**src/inc/plsc_pkg.sv**
```systemverilog
// Package of the PLL lock, status and clock control block.
// Assumes a 32-bit APB slave on pclk; bit 0 of each word is the LSB on the bus.
package plsc_pkg;

  // ==========================================================================
  // Register byte addresses.
  localparam logic [31:0] PLS_ADDR     = 32'h8007_FC54;
  localparam logic [31:0] CCR_ADDR     = 32'h8007_EC50;
  localparam logic [31:0] IRQ_ST_ADDR  = 32'h8007_FC58;
  localparam logic [31:0] IRQ_EN_ADDR  = 32'h8007_FC5C;
  localparam logic [31:0] IRQ_CLR_ADDR = 32'h8007_FC60;

  // ==========================================================================
  // Field positions in pll_lock_status (bus bit = 31 - printed bit).
  localparam int PLS_LOO_BIT    = 0;
  localparam int PLS_LIVE_BIT   = 1;
  localparam int PLS_STICKY_BIT = 2;
  localparam int PLS_WUR_BIT    = 8;
  localparam int PLS_TMS_LSB    = 16;
  localparam int PLS_DIVIDER_WRITE_LOCK_BIT   = 24;
  localparam int PLS_POWER_SELECT_WRITE_LOCK_BIT   = 25;
  localparam int PLS_MPL_BIT    = 26;
  localparam int PLS_TME_BIT    = 27;

  // Field positions in clock_control_reg.
  localparam int CCR_RFD_LSB = 0;
  localparam int CCR_LPM_LSB = 8;
  localparam int CCR_MF_LSB  = 19;

  // Interrupt status, enable and clear layout.
  localparam int IRQ_LOSS_BIT = 0;
  localparam int IRQ_OSC_BIT  = 1;
  localparam int IRQ_LOCK_BIT = 2;
  localparam int IRQ_W        = 3;

  // ==========================================================================
  // Reset values, multiply base and divider limits.
  localparam logic [3:0] CCR_MF_RST  = 4'h2;
  localparam logic [3:0] CCR_RFD_RST = 4'h3;
  localparam logic [1:0] TMS_RST     = 2'h0;
  localparam logic [3:0] MF_BASE     = 4'h4;
  localparam logic [3:0] RFD_MAX     = 4'hA;
  localparam logic [10:0] DIV_MAX    = 11'h400;
  localparam logic [10:0] DIV_ONE    = 11'h001;

  // Low power mode select codes.
  typedef enum logic [1:0] {
    LPM_NORMAL = 2'b00,
    LPM_SINGLE = 2'b01,
    LPM_DOZE   = 2'b10,
    LPM_SLEEP  = 2'b11
  } plsc_lpm_e;

  // ==========================================================================
  // Output prescaler ratio for a divider code.
  function automatic logic [10:0] plsc_div_ratio(input logic [3:0] code);
    if (code > RFD_MAX) begin
      plsc_div_ratio = DIV_MAX;
    end else begin
      plsc_div_ratio = DIV_ONE << code;
    end
  endfunction : plsc_div_ratio

endpackage : plsc_pkg

```
**src/rtl/plsc_prescaler.sv**
```systemverilog
// Output prescaler: a tick every 2^n pclk cycles, with the ratio in use.
// Assumes the divider code is a flop on pclk.
`timescale 1ns/1ps
module plsc_prescaler (
  input  wire logic        pclk,
  input  wire logic        presetn,
  input  wire logic [3:0]  div_code,
  output logic      [10:0] div_ratio,
  output logic             div_tick
);

  logic [10:0] cnt_q;
  logic [10:0] cnt_d;
  logic [10:0] ratio_q;
  logic [10:0] ratio_d;
  logic        tick_q;
  logic        tick_d;

  // ==========================================================================
  // A change of code mid-period restarts cleanly, since >= catches a count past the new end.
  always_comb begin
    ratio_d = plsc_pkg::plsc_div_ratio(div_code);
    tick_d  = (cnt_q >= ratio_d - plsc_pkg::DIV_ONE);
    cnt_d   = tick_d ? 11'h000 : cnt_q + plsc_pkg::DIV_ONE;
  end

  // Registers only.
  always_ff @(posedge pclk or negedge presetn) begin
    if (!presetn) begin
      cnt_q   <= 11'h000;
      ratio_q <= plsc_pkg::DIV_ONE;
      tick_q  <= 1'b0;
    end else begin
      cnt_q   <= cnt_d;
      ratio_q <= ratio_d;
      tick_q  <= tick_d;
    end
  end

  assign div_ratio = ratio_q;
  assign div_tick  = tick_q;

endmodule : plsc_prescaler

```
**src/rtl/plsc_top.sv**
```systemverilog
// PLL lock and status register, lock-protected clock control fields, interrupts.
// Assumes an APB3 master on pclk; presetn is the clock reset, keepalive_resetn
// the keep-alive supply power-on reset, sys_reset a synchronous other reset.
// Contract
// - Divider code 0..10 divides by 2^code; 11 and above divide by 1024.
// - Lock/status register cleared only by clock reset, kept over other resets; wake and sticky bits are cleared by keep-alive reset instead.
// - Test mode enable bit turns PLL test mode on when one.
// - Multiply lock bit set makes writes to multiply field ignored.
// - Power select lock bit set makes writes to low power select ignored.
// - Divider lock bit set makes writes to divider field ignored.
// - Test mode select 00 is normal; other codes are factory tests.
// - Wake-up request bit drives wake pin: zero low, one high.
// - Sticky lock flag set by software, cleared by any loss of lock; a loss while clock reset holds the lock filter low leaves it set.
// - Live lock flag reads the current PLL lock state.
// - Oscillator loss flag reads one when no crystal clock seen.
// - Multiply field low three bits give multiply by 4 through 11.
// - Low power select: normal, single chip, doze, sleep.
//
// The APB slave port was chosen for this implementation.
`timescale 1ns/1ps
module plsc_top (
  input  wire logic        pclk,
  input  wire logic        presetn,
  input  wire logic        keepalive_resetn,
  input  wire logic        sys_reset,
  input  wire logic        psel,
  input  wire logic        penable,
  input  wire logic        pwrite,
  input  wire logic [31:0] paddr,
  input  wire logic [31:0] pwdata,
  output logic      [31:0] prdata,
  output logic             pready,
  output logic             pslverr,
  input  wire logic        pll_locked,
  input  wire logic        osc_missing,
  output logic             power_wake_pin,
  output logic             test_mode_enable,
  output logic      [1:0]  test_mode_select,
  output logic      [3:0]  multiply_ratio,
  output logic      [1:0]  low_power_select,
  output logic      [10:0] div_ratio,
  output logic             div_tick,
  output logic             irq
);

  // ==========================================================================
  // Bus decode.
  logic wr_en;
  logic rd_setup;
  logic hit_pls;
  logic hit_ccr;
  logic hit_ist;
  logic hit_ien;
  logic hit_icl;
  logic hit_any;

  assign wr_en    = psel & penable & pwrite;
  assign rd_setup = psel & ~penable & ~pwrite;
  assign hit_pls  = (paddr == plsc_pkg::PLS_ADDR);
  assign hit_ccr  = (paddr == plsc_pkg::CCR_ADDR);
  assign hit_ist  = (paddr == plsc_pkg::IRQ_ST_ADDR);
  assign hit_ien  = (paddr == plsc_pkg::IRQ_EN_ADDR);
  assign hit_icl  = (paddr == plsc_pkg::IRQ_CLR_ADDR);
  assign hit_any  = hit_pls | hit_ccr | hit_ist | hit_ien | hit_icl;

  // Zero wait states; an unmapped address errors in the access phase.
  assign pready  = 1'b1;
  assign pslverr = psel & penable & ~hit_any;

  // ==========================================================================
  // Pin synchronisers: three stages, the filtered level moves when stages 2 and 3 agree.
  logic [2:0] lock_s_q;
  logic [2:0] osc_s_q;
  logic       lock_f_q;
  logic       lock_f_d;
  logic       osc_f_q;
  logic       osc_f_d;

  always_comb begin
    lock_f_d = (lock_s_q[2] == lock_s_q[1]) ? lock_s_q[1] : lock_f_q;
    osc_f_d  = (osc_s_q[2] == osc_s_q[1]) ? osc_s_q[1] : osc_f_q;
  end

  always_ff @(posedge pclk or negedge presetn) begin
    if (!presetn) begin
      lock_s_q <= 3'h0;
      osc_s_q  <= 3'h0;
      lock_f_q <= 1'b0;
      osc_f_q  <= 1'b0;
    end else begin
      lock_s_q <= {lock_s_q[1:0], pll_locked};
      osc_s_q  <= {osc_s_q[1:0], osc_missing};
      lock_f_q <= lock_f_d;
      osc_f_q  <= osc_f_d;
    end
  end

  // ==========================================================================
  // Lock and status fields cleared by clock reset.
  logic       tme_q;
  logic       tme_d;
  logic       mpl_q;
  logic       mpl_d;
  logic       power_select_write_lock_q;
  logic       power_select_write_lock_d;
  logic       divider_write_lock_q;
  logic       divider_write_lock_d;
  logic [1:0] tms_q;
  logic [1:0] tms_d;
  logic       pls_wr;

  assign pls_wr = wr_en & hit_pls;

  // Only named fields are stored, so reserved bits drop writes.
  always_comb begin
    tme_d  = tme_q;
    mpl_d  = mpl_q;
    power_select_write_lock_d = power_select_write_lock_q;
    divider_write_lock_d = divider_write_lock_q;
    tms_d  = tms_q;
    if (pls_wr) begin
      tme_d  = pwdata[plsc_pkg::PLS_TME_BIT];
      mpl_d  = pwdata[plsc_pkg::PLS_MPL_BIT];
      power_select_write_lock_d = pwdata[plsc_pkg::PLS_POWER_SELECT_WRITE_LOCK_BIT];
      divider_write_lock_d = pwdata[plsc_pkg::PLS_DIVIDER_WRITE_LOCK_BIT];
      tms_d  = pwdata[plsc_pkg::PLS_TMS_LSB +: 2];
    end
  end

  // Only presetn reaches these flops; sys_reset deliberately does not.
  always_ff @(posedge pclk or negedge presetn) begin
    if (!presetn) begin
      tme_q  <= 1'b0;
      mpl_q  <= 1'b0;
      power_select_write_lock_q <= 1'b0;
      divider_write_lock_q <= 1'b0;
      tms_q  <= plsc_pkg::TMS_RST;
    end else begin
      tme_q  <= tme_d;
      mpl_q  <= mpl_d;
      power_select_write_lock_q <= power_select_write_lock_d;
      divider_write_lock_q <= divider_write_lock_d;
      tms_q  <= tms_d;
    end
  end

  // ==========================================================================
  // Keep-alive fields survive clock reset; of the resets, only the supply's own reset clears them.
  logic wur_q;
  logic wur_d;
  logic sticky_q;
  logic sticky_d;

  // A fall of the filtered lock clears the flag and beats a set; clock reset holds the filter low, so a level does not.
  always_comb begin
    wur_d    = pls_wr ? pwdata[plsc_pkg::PLS_WUR_BIT] : wur_q;
    sticky_d = (sticky_q | (pls_wr & pwdata[plsc_pkg::PLS_STICKY_BIT] & lock_f_q)) & ~(lock_f_q & ~lock_f_d);
  end

  always_ff @(posedge pclk or negedge keepalive_resetn) begin
    if (!keepalive_resetn) begin
      wur_q    <= 1'b0;
      sticky_q <= 1'b0;
    end else begin
      wur_q    <= wur_d;
      sticky_q <= sticky_d;
    end
  end

  // ==========================================================================
  // Clock control fields guarded by the write locks.
  logic [3:0]          mf_q;
  logic [3:0]          mf_d;
  logic [3:0]          rfd_q;
  logic [3:0]          rfd_d;
  plsc_pkg::plsc_lpm_e lpm_q;
  plsc_pkg::plsc_lpm_e lpm_d;
  logic [3:0]          mult_q;
  logic [3:0]          mult_d;
  logic                ccr_wr;

  assign ccr_wr = wr_en & hit_ccr;

  // Each field has its own lock, so a partly locked write updates the rest.
  always_comb begin
    mf_d   = mf_q;
    rfd_d  = rfd_q;
    lpm_d  = lpm_q;
    if (ccr_wr && !mpl_q) begin
      mf_d = pwdata[plsc_pkg::CCR_MF_LSB +: 4];
    end
    if (ccr_wr && !power_select_write_lock_q) begin
      lpm_d = plsc_pkg::plsc_lpm_e'(pwdata[plsc_pkg::CCR_LPM_LSB +: 2]);
    end
    if (ccr_wr && !divider_write_lock_q) begin
      rfd_d = pwdata[plsc_pkg::CCR_RFD_LSB +: 4];
    end
    mult_d = plsc_pkg::MF_BASE + {1'b0, mf_d[2:0]};
  end

  always_ff @(posedge pclk or negedge presetn) begin
    if (!presetn) begin
      mf_q   <= plsc_pkg::CCR_MF_RST;
      rfd_q  <= plsc_pkg::CCR_RFD_RST;
      lpm_q  <= plsc_pkg::LPM_NORMAL;
      mult_q <= plsc_pkg::MF_BASE + {1'b0, plsc_pkg::CCR_MF_RST[2:0]};
    end else begin
      mf_q   <= mf_d;
      rfd_q  <= rfd_d;
      lpm_q  <= lpm_d;
      mult_q <= mult_d;
    end
  end

  plsc_prescaler u_prescaler (
    .pclk      (pclk),
    .presetn   (presetn),
    .div_code  (rfd_q),
    .div_ratio (div_ratio),
    .div_tick  (div_tick)
  );

  // ==========================================================================
  // Interrupts: lock lost, oscillator lost, lock gained.
  logic                        lock_p_q;
  logic                        osc_p_q;
  logic [plsc_pkg::IRQ_W-1:0] ist_q;
  logic [plsc_pkg::IRQ_W-1:0] ist_d;
  logic [plsc_pkg::IRQ_W-1:0] ien_q;
  logic [plsc_pkg::IRQ_W-1:0] ien_d;
  logic [plsc_pkg::IRQ_W-1:0] evt;

  // A set in the clear cycle survives, since the event term is ORed after the clear; sys_reset still clears it.
  always_comb begin
    evt = '0;
    evt[plsc_pkg::IRQ_LOSS_BIT] = lock_p_q & ~lock_f_q;
    evt[plsc_pkg::IRQ_OSC_BIT]  = osc_f_q & ~osc_p_q;
    evt[plsc_pkg::IRQ_LOCK_BIT] = lock_f_q & ~lock_p_q;
    ist_d = ist_q;
    ien_d = ien_q;
    if (wr_en && hit_icl) begin
      ist_d = ist_q & ~pwdata[plsc_pkg::IRQ_W-1:0];
    end
    if (wr_en && hit_ien) begin
      ien_d = pwdata[plsc_pkg::IRQ_W-1:0];
    end
    ist_d = ist_d | evt;
    if (sys_reset) begin
      ist_d = '0;
      ien_d = '0;
    end
  end

  always_ff @(posedge pclk or negedge presetn) begin
    if (!presetn) begin
      lock_p_q <= 1'b0;
      osc_p_q  <= 1'b0;
      ist_q    <= '0;
      ien_q    <= '0;
    end else begin
      lock_p_q <= lock_f_q;
      osc_p_q  <= osc_f_q;
      ist_q    <= ist_d;
      ien_q    <= ien_d;
    end
  end

  assign irq = |(ist_q & ien_q);

  // ==========================================================================
  // Read data is captured in the setup cycle and held through the access phase.
  logic [31:0] rdata_q;
  logic [31:0] rdata_d;

  always_comb begin
    rdata_d = rdata_q;
    if (rd_setup) begin
      rdata_d = 32'h0000_0000;
      if (hit_pls) begin
        rdata_d[plsc_pkg::PLS_LOO_BIT]       = osc_f_q;
        rdata_d[plsc_pkg::PLS_LIVE_BIT]      = lock_f_q;
        rdata_d[plsc_pkg::PLS_STICKY_BIT]    = sticky_q;
        rdata_d[plsc_pkg::PLS_WUR_BIT]       = wur_q;
        rdata_d[plsc_pkg::PLS_TMS_LSB +: 2]  = tms_q;
        rdata_d[plsc_pkg::PLS_DIVIDER_WRITE_LOCK_BIT]      = divider_write_lock_q;
        rdata_d[plsc_pkg::PLS_POWER_SELECT_WRITE_LOCK_BIT]      = power_select_write_lock_q;
        rdata_d[plsc_pkg::PLS_MPL_BIT]       = mpl_q;
        rdata_d[plsc_pkg::PLS_TME_BIT]       = tme_q;
      end else if (hit_ccr) begin
        rdata_d[plsc_pkg::CCR_MF_LSB +: 4]  = mf_q;
        rdata_d[plsc_pkg::CCR_LPM_LSB +: 2] = lpm_q;
        rdata_d[plsc_pkg::CCR_RFD_LSB +: 4] = rfd_q;
      end else if (hit_ist) begin
        rdata_d[plsc_pkg::IRQ_W-1:0] = ist_q;
      end else if (hit_ien) begin
        rdata_d[plsc_pkg::IRQ_W-1:0] = ien_q;
      end
    end
  end

  always_ff @(posedge pclk or negedge presetn) begin
    if (!presetn) begin
      rdata_q <= 32'h0000_0000;
    end else begin
      rdata_q <= rdata_d;
    end
  end

  assign prdata           = rdata_q;
  assign power_wake_pin   = wur_q;
  assign test_mode_enable = tme_q;
  assign test_mode_select = tms_q;
  assign multiply_ratio   = mult_q;
  assign low_power_select = lpm_q;
endmodule : plsc_top

```
**config.mk**
```make
export PLATFORM = sky130hd
export DESIGN_NAME = plsc_top
export DESIGN_NICKNAME = d
export VERILOG_FILES = /design/src/inc/plsc_pkg.sv /design/src/rtl/plsc_prescaler.sv /design/src/rtl/plsc_top.sv
export SDC_FILE = /design/constraint.sdc
export NUM_CORES = 1
export LEC_CHECK = 0
export BUFFER_PORTS_ARGS = -buffer_cell sky130_fd_sc_hd__buf_2
export CORE_MARGIN = 2
export CORE_UTILIZATION = 50
export DETAILED_ROUTE_END_ITERATION = 12
export PLACE_DENSITY = 0.81
export SLEW_MARGIN = 20
export SYNTH_ARGS = -nofsm -noshare
export SYNTH_HDL_FRONTEND = slang
export SYNTH_HIERARCHICAL = 1
export SYNTH_SLANG_ARGS = --single-unit
```
**constraint.sdc**
```tcl
create_clock -name pclk -period 3.3 [get_ports pclk]
set_input_delay 0.495 -clock pclk [delete_from_list [all_inputs] [get_ports pclk]]
set_output_delay 0.495 -clock pclk [all_outputs]
set_load 0.005 [all_outputs]
```
==> results.py, run 1 <==
metrics = {
    "global_route": {
        "antenna_found_initial": 0,
        "grt.overflow.total": 0,
        "grt_first_pass_wirelength_mm": 13.9,
        "grt_usage": 0.211,
        "grt_max_degree": 52,
        "grt_pass1_vias": 2818,
    },
    "clocking": {
        "cts-buffers-inserted": 9,
        "cts_tree": "built",
        "clock_path_buffers": 2,
        "clk_pin_slew_ns": 0.07,
        "h-tree-depth": 3,
        "cts_root_buf": "clkbuf_8",
        "insertion_delay_ns": 0.35,
        "clock_sinks": 74,
    },
    "worst_setup_path": {
        "crit_arrival_ns": 3.37,
        "start_kind": "register",
        "path_class": "reg2reg",
        "endpoint_kind": "register",
        "cp_max_fo": 6,
        "required_ns": 3.52,
    },
    "pwr": {
        "ir_drop_mv": 0.226,
        "leakagePower_nw": 2.23,
        "powerDensity_nw_per_um2": 389,
    },
    "route": {
        "drt_iter0_markers": 218,
        "dr.pass1.iters": 4,
        "viasPerCell": 5.38,
        "ant_nets": 0,
        "wl_mm": 8.55,
        "wl_per_cell_microns": 15.6,
        "drc_errors": 0,
        "num_vias": 2949,
    },
    "cells_and_area": {
        "synthToLayoutAreaGrowth_pct": 19.7,
        "antenna_cells": 0,
        "drive_gt1_frac": 0.372,
        "multiInputGateArea_sq_um": 1740,
        "layout_common_cells": "96 x buf_2, 69 x dfrtp_1, 26 x nand2_1",
        "mostFrequentLayoutCell": "buf_2",
        "final_cells": 548,
        "fill_cells": 623,
        "seq_area_sq_um": 1860,
        "final_nets": 530,
    },
    "timing": {
        "max_freq_mhz": 317,
        "hold_violations": 0,
        "fin_worst_skew_ns": 0.00799,
        "slew_violations": 0,
        "setup_violations": 0,
        "relSlewSlack": 0.567,
        "fin_crit_ns": 3.15,
        "tns_ns": 0,
        "holdWs_ns": 0.0928,
        "finalWorstSetupSlack_ns": 0.149,
        "worst_pin_slew_ns": 0.645,
        "period_share": 0.955,
    },
    "logic_synthesis": {
        "synth.distinct_cells": 57,
        "ys_seq_elements": 74,
        "syn_area_sq_um": 3780,
        "ys_async_sr_fraction": 1.00,
        "syn_inst": 341,
        "synth_edf_count": 0,
        "ys.flop_type": "dfrtp_1",
        "yosys_warnings": 6,
        "avgSynthCellArea_sq_um": 11.1,
        "ys_seq_area_frac": 0.491,
    },
    "placed_design": {
        "place_ws_ns": 0.0768,
        "portBuffers": 96,
        "placedCellCount": 529,
        "place_congestion": 0.872,
        "hpwl_mm": 6.36,
    },
    "die": {
        "num_rows": 31,
        "io_pins": 130,
        "die_height_microns": 91.0,
        "core-area_sq_um": 7290,
        "die_w_microns": 91.0,
        "die_area_sq_um": 8270,
        "start_util": 0.519,
    },
    "job": {
        "max_cap_violations": 0,
    },
    "hold_path": {
        "hold_path_class": "in2async",
    },
    "outcome": {
        "outcome": "completed",
    },
}
-- final timing paths --
path                            cells after the start   startpoint  slack (ns)                   end
worst max-delay path                               12     rfd_q[0]        0.15  u_prescaler/cnt_q[6]
max in group asynchronous                           2      presetn        2.19              ien_q[1]
worst min register to register                      0  lock_s_q[0]        0.35           lock_s_q[1]
worst min-delay path                                1      presetn        0.09               mf_q[2]
min in group pclk                                   1  osc_missing        0.24            osc_s_q[0]
worst max register to register                     12     rfd_q[0]        0.15  u_prescaler/cnt_q[6]
-- where the power goes --
| group | switching (W) | internal, W |
|---|---|---|
| clock | 0.000335 | 0.000367 |
| sequential | 0.0000130 | 0.000923 |
| combinational | 0.0000721 | 0.0000493 |
-- through the flow --
| stage | total power, W | area, sq um | utilization |
|---|---|---|---|
| after floorplan | 0.00101 | 3840 | - |
| after global placement | 0.00107 | 4300 | 0.589 |
| after detailed placement | 0.00107 | 4300 | 0.589 |
| after CTS | 0.00177 | 4500 | 0.618 |
| after global routing | 0.00183 | 4520 | 0.620 |
| final | 0.00176 | 4520 | 0.620 |
-- what timing repair did --
| item | 4_1_cts | 5_1_grt |
|---|---|---|
| resized for setup | 0 | 2 |
| buffers inserted | 0 | 2 |
| hold buffers | 1 | 0 |
| endpoints found under the setup margin | 0 | 11 |
| hold endpoints to repair | 2 | 0 |
-- cell type report --
cell class              instances  share of cell area
flip-flops and latches         74               0.411
multi-input cells             242               0.385
repair buffers                107               0.125
clock buffers                  11              0.0313
well taps                      99              0.0274
clock inverters                 5              0.0122
inverters                      10             0.00830
-- metal layers --
| layer | routed length (microns) | share of wire | track usage |
|---|---|---|---|
| met3 | 500 | 0.059 | 0.0473 |
| met1 | 3600 | 0.42 | 0.279 |
| met2 | 4330 | 0.51 | 0.340 |
| met4 | 121 | 0.014 | 0.0808 |
| met5 | 0 | 0 | 0 |
-- state kept, by name, indices dropped and copies added, names as in the netlist, 2 cells and up --
signal,count
ien_q,3
ist_q,3
lock_s_q,3
low_power_select,2
mf_q,2
multiply_ratio,3
osc_s_q,3
prdata,16
rfd_q,4
test_mode_select,2
u_prescaler/cnt_q,11
u_prescaler/div_ratio,11
-- critical path: stages (launching register included) --
cell	delay, ns
dfstp_2	0.53
nand2b_1	0.08
or3_1	0.35
ha_1	0.28
nor3_1	0.22
a21o_1	0.11
a32oi_1	0.11
ha_1	0.33
and4_2	0.27
o21ai_2	0.09
a311oi_4	0.41
buf_4	0.21
nor3_1	0.05
-- synthesized netlist by cell type (3+ instances only) --
library cell | number | area, sq um
dfrtp_1 | 69 | 1730
nand2_1 | 26 | 97.6
buf_4 | 20 | 150
nor2_1 | 20 | 75.1
nor3_1 | 18 | 90.1
mux2_2 | 17 | 191
ha_1 | 13 | 163
a21oi_1 | 12 | 60.1
inv_1 | 10 | 37.5
o21ai_0 | 10 | 50.1
nand4_1 | 7 | 43.8
nor3_2 | 7 | 70.1
a22o_1 | 6 | 52.6
clkbuf_1 | 6 | 22.5
mux2i_1 | 6 | 60.1
nand2b_1 | 6 | 37.5
nand3_1 | 6 | 30.0
dfstp_2 | 5 | 131
xnor2_1 | 5 | 43.8
xor2_1 | 5 | 43.8
a21o_1 | 4 | 30.0
a31oi_1 | 4 | 25.0
and4_1 | 4 | 35.0
nor2b_1 | 4 | 25.0
a311oi_1 | 3 | 26.3
and4bb_2 | 3 | 37.5
nor4_4 | 3 | 63.8
-- logic make-up (layout without fill, tap and decap cells) --
kind of cell	after synthesis	in the layout	share of synthesized area
flops	74	74	0.491
buf+inv	40	133	0.0639
fa+ha+maj	14	14	0.0457
simple gates	124	124	0.207
mux	23	23	0.0665
other cells	2	17	0.00199
xor+xnor	10	10	0.0232
compound gates	54	54	0.100
(Power assumes the default switching activity.)
==> run 2, diff against run 1 <==
ABC_CLOCK_PERIOD_IN_PS = 3300   (was default)
BUFFER_PORTS_ARGS = -buffer_cell sky130_fd_sc_hd__buf_4   (was -buffer_cell sky130_fd_sc_hd__buf_2)
REMOVE_ABC_BUFFERS = 1   (was default)
==> results.py, run 2 (synthesis gave the netlist of run 1 again) <==
metrics = {
    "placed_design": {
        "placed_area_sq_um": 4530,
        "hpwl_mm": 6.28,
        "place_congestion": 0.840,
        "portBuffers": 96,
    },
    "timing": {
        "tns_ns": 0,
        "relSlewSlack": 0.424,
        "worst_pin_slew_ns": 0.864,
        "fin_crit_ns": 3.08,
        "hold_violations": 0,
        "max_freq_mhz": 325,
        "period_share": 0.932,
        "fin_worst_skew_ns": 0.00902,
        "setup_violations": 0,
        "slew_violations": 0,
        "rsz0062_at_grt": "false",
    },
    "worst_setup_path": {
        "critPathSlowestCell": "dfstp_2",
        "start_kind": "register",
        "max_stage_delay_ns": 0.53,
        "crit_arrival_ns": 3.27,
        "required_ns": 3.49,
        "crit_start": "rfd_q[0]",
        "path_class": "reg2reg",
        "cp_max_fo": 7,
        "crit_chain": "nand2b_1 > or3_1 > ha_1 > nor3_1 > a21o_1 > a32oi_1 > ha_1 > and4_1 > o21ai_2 > a311oi_4 > buf_4 > nor3_1",
        "worstReg2RegStart": "rfd_q[0]",
        "rr_worst_depth": 12,
        "endpoint_kind": "register",
    },
    "route": {
        "dr.pass1.iters": 4,
        "viasPerCell": 5.42,
        "ant_nets": 0,
        "drt_iter0_markers": 189,
        "drc_errors": 0,
        "wl_mm": 8.24,
        "wl_per_cell_microns": 15.1,
        "num_vias": 2954,
    },
    "pwr": {
        "powerDensity_nw_per_um2": 381,
        "leakagePower_nw": 2.28,
        "ir_drop_mv": 0.201,
    },
    "cells_and_area": {
        "final_nets": 527,
        "mostFrequentLayoutCell": "buf_4",
        "drive_gt1_frac": 0.363,
        "seq_area_sq_um": 1860,
        "postLayoutCellArea_sq_um": 4760,
        "multiInputGateArea_sq_um": 1740,
        "antenna_cells": 0,
        "fill_cells": 564,
        "synthToLayoutAreaGrowth_pct": 25.9,
        "fin_util": 0.653,
        "layout_common_cells": "103 x buf_4, 69 x dfrtp_1, 26 x nand2_1",
        "largest_reg_flops": 16,
    },
    "clocking": {
        "clock_path_buffers": 2,
        "h-tree-depth": 3,
        "cts_root_buf": "clkbuf_8",
        "cts_tree": "built",
        "clock_sinks": 74,
        "insertion_delay_ns": 0.34,
        "cts-buffers-inserted": 9,
        "clk_pin_slew_ns": 0.07,
    },
    "die": {
        "start_util": 0.519,
        "core-area_sq_um": 7290,
        "num_rows": 31,
        "io_pins": 130,
        "die_height_microns": 91.0,
        "die_w_microns": 91.0,
        "die_area_sq_um": 8270,
    },
    "global_route": {
        "grt_usage": 0.204,
        "grt.overflow.total": 0,
        "grt_max_degree": 73,
        "antenna_found_initial": 0,
        "grt_pass1_vias": 2855,
        "grt_first_pass_wirelength_mm": 13.6,
    },
    "hold_path": {
        "hold_path_class": "in2async",
    },
    "job": {
        "max_cap_violations": 0,
    },
    "outcome": {
        "outcome": "completed",
    },
}
run 2: critical path, delay by kind of cell (launching register included):
family	cells	cell delay [ns]
AO/OA/AOI/OAI	4	0.68
buffers and inverters	1	0.24
AND/OR/NAND/NOR	5	0.95
adder cells (fa/ha/maj)	2	0.54
flip-flops	1	0.53
run 2: through the flow:
step	worst slack, ns	total power, W	std cells	hold WS [ns]
after CTS	0.0218	0.00183	545	0.248
final	0.224	0.00181	545	0.266
after floorplan	0.209	0.000993	326	0.199
after global routing	0.0162	0.00189	545	0.251
after detailed placement	0.0363	0.00109	528	0.282
after global placement	0.0880	0.00109	528	0.282
run 2: worst paths after layout:
path,slack [ns],endpoint
hold reg to reg,0.36,lock_s_q[1]
setup / recovery,0.22,u_prescaler/cnt_q[6]
setup reg to reg,0.22,u_prescaler/cnt_q[6]
max in group asynchronous,2.47,prdata[21]
min in group pclk,0.27,lock_s_q[0]
hold / removal,0.27,u_prescaler/cnt_q[0]
run 2: report_power, final:
part	switching, W	total (W)	leakage [nW]	internal (W)
clock	0.000301	0.000735	0.110	0.000433
sequential	0.0000118	0.000935	0.982	0.000924
combinational	0.0000721	0.000142	1.19	0.0000696
total	0.000385	0.00181	2.28	0.00143
run 2: per-layer routing:
metal,wire length (microns),up-vias,track usage
met4,84,0,0.0732
li1,-,1395,-
met5,0,-,0
met2,4200,103,0.328
met1,3490,1446,0.274
met3,465,10,0.0407
run 2: repair_timing:
item,4_1_cts,5_1_grt
endpoints found under the hold margin,2,0
setup buffers,0,0
resized for setup,0,1
endpoints found under the setup margin,0,11
hold buffers,1,0
run 2: area by class of cell:
type	instances	area share
sequential	74	0.390
tap	99	0.0260
clock inverter	1	0.00631
timing repair buffer	104	0.165
multi-input combinational	242	0.366
clock buffer	15	0.0392
inverter	10	0.00788
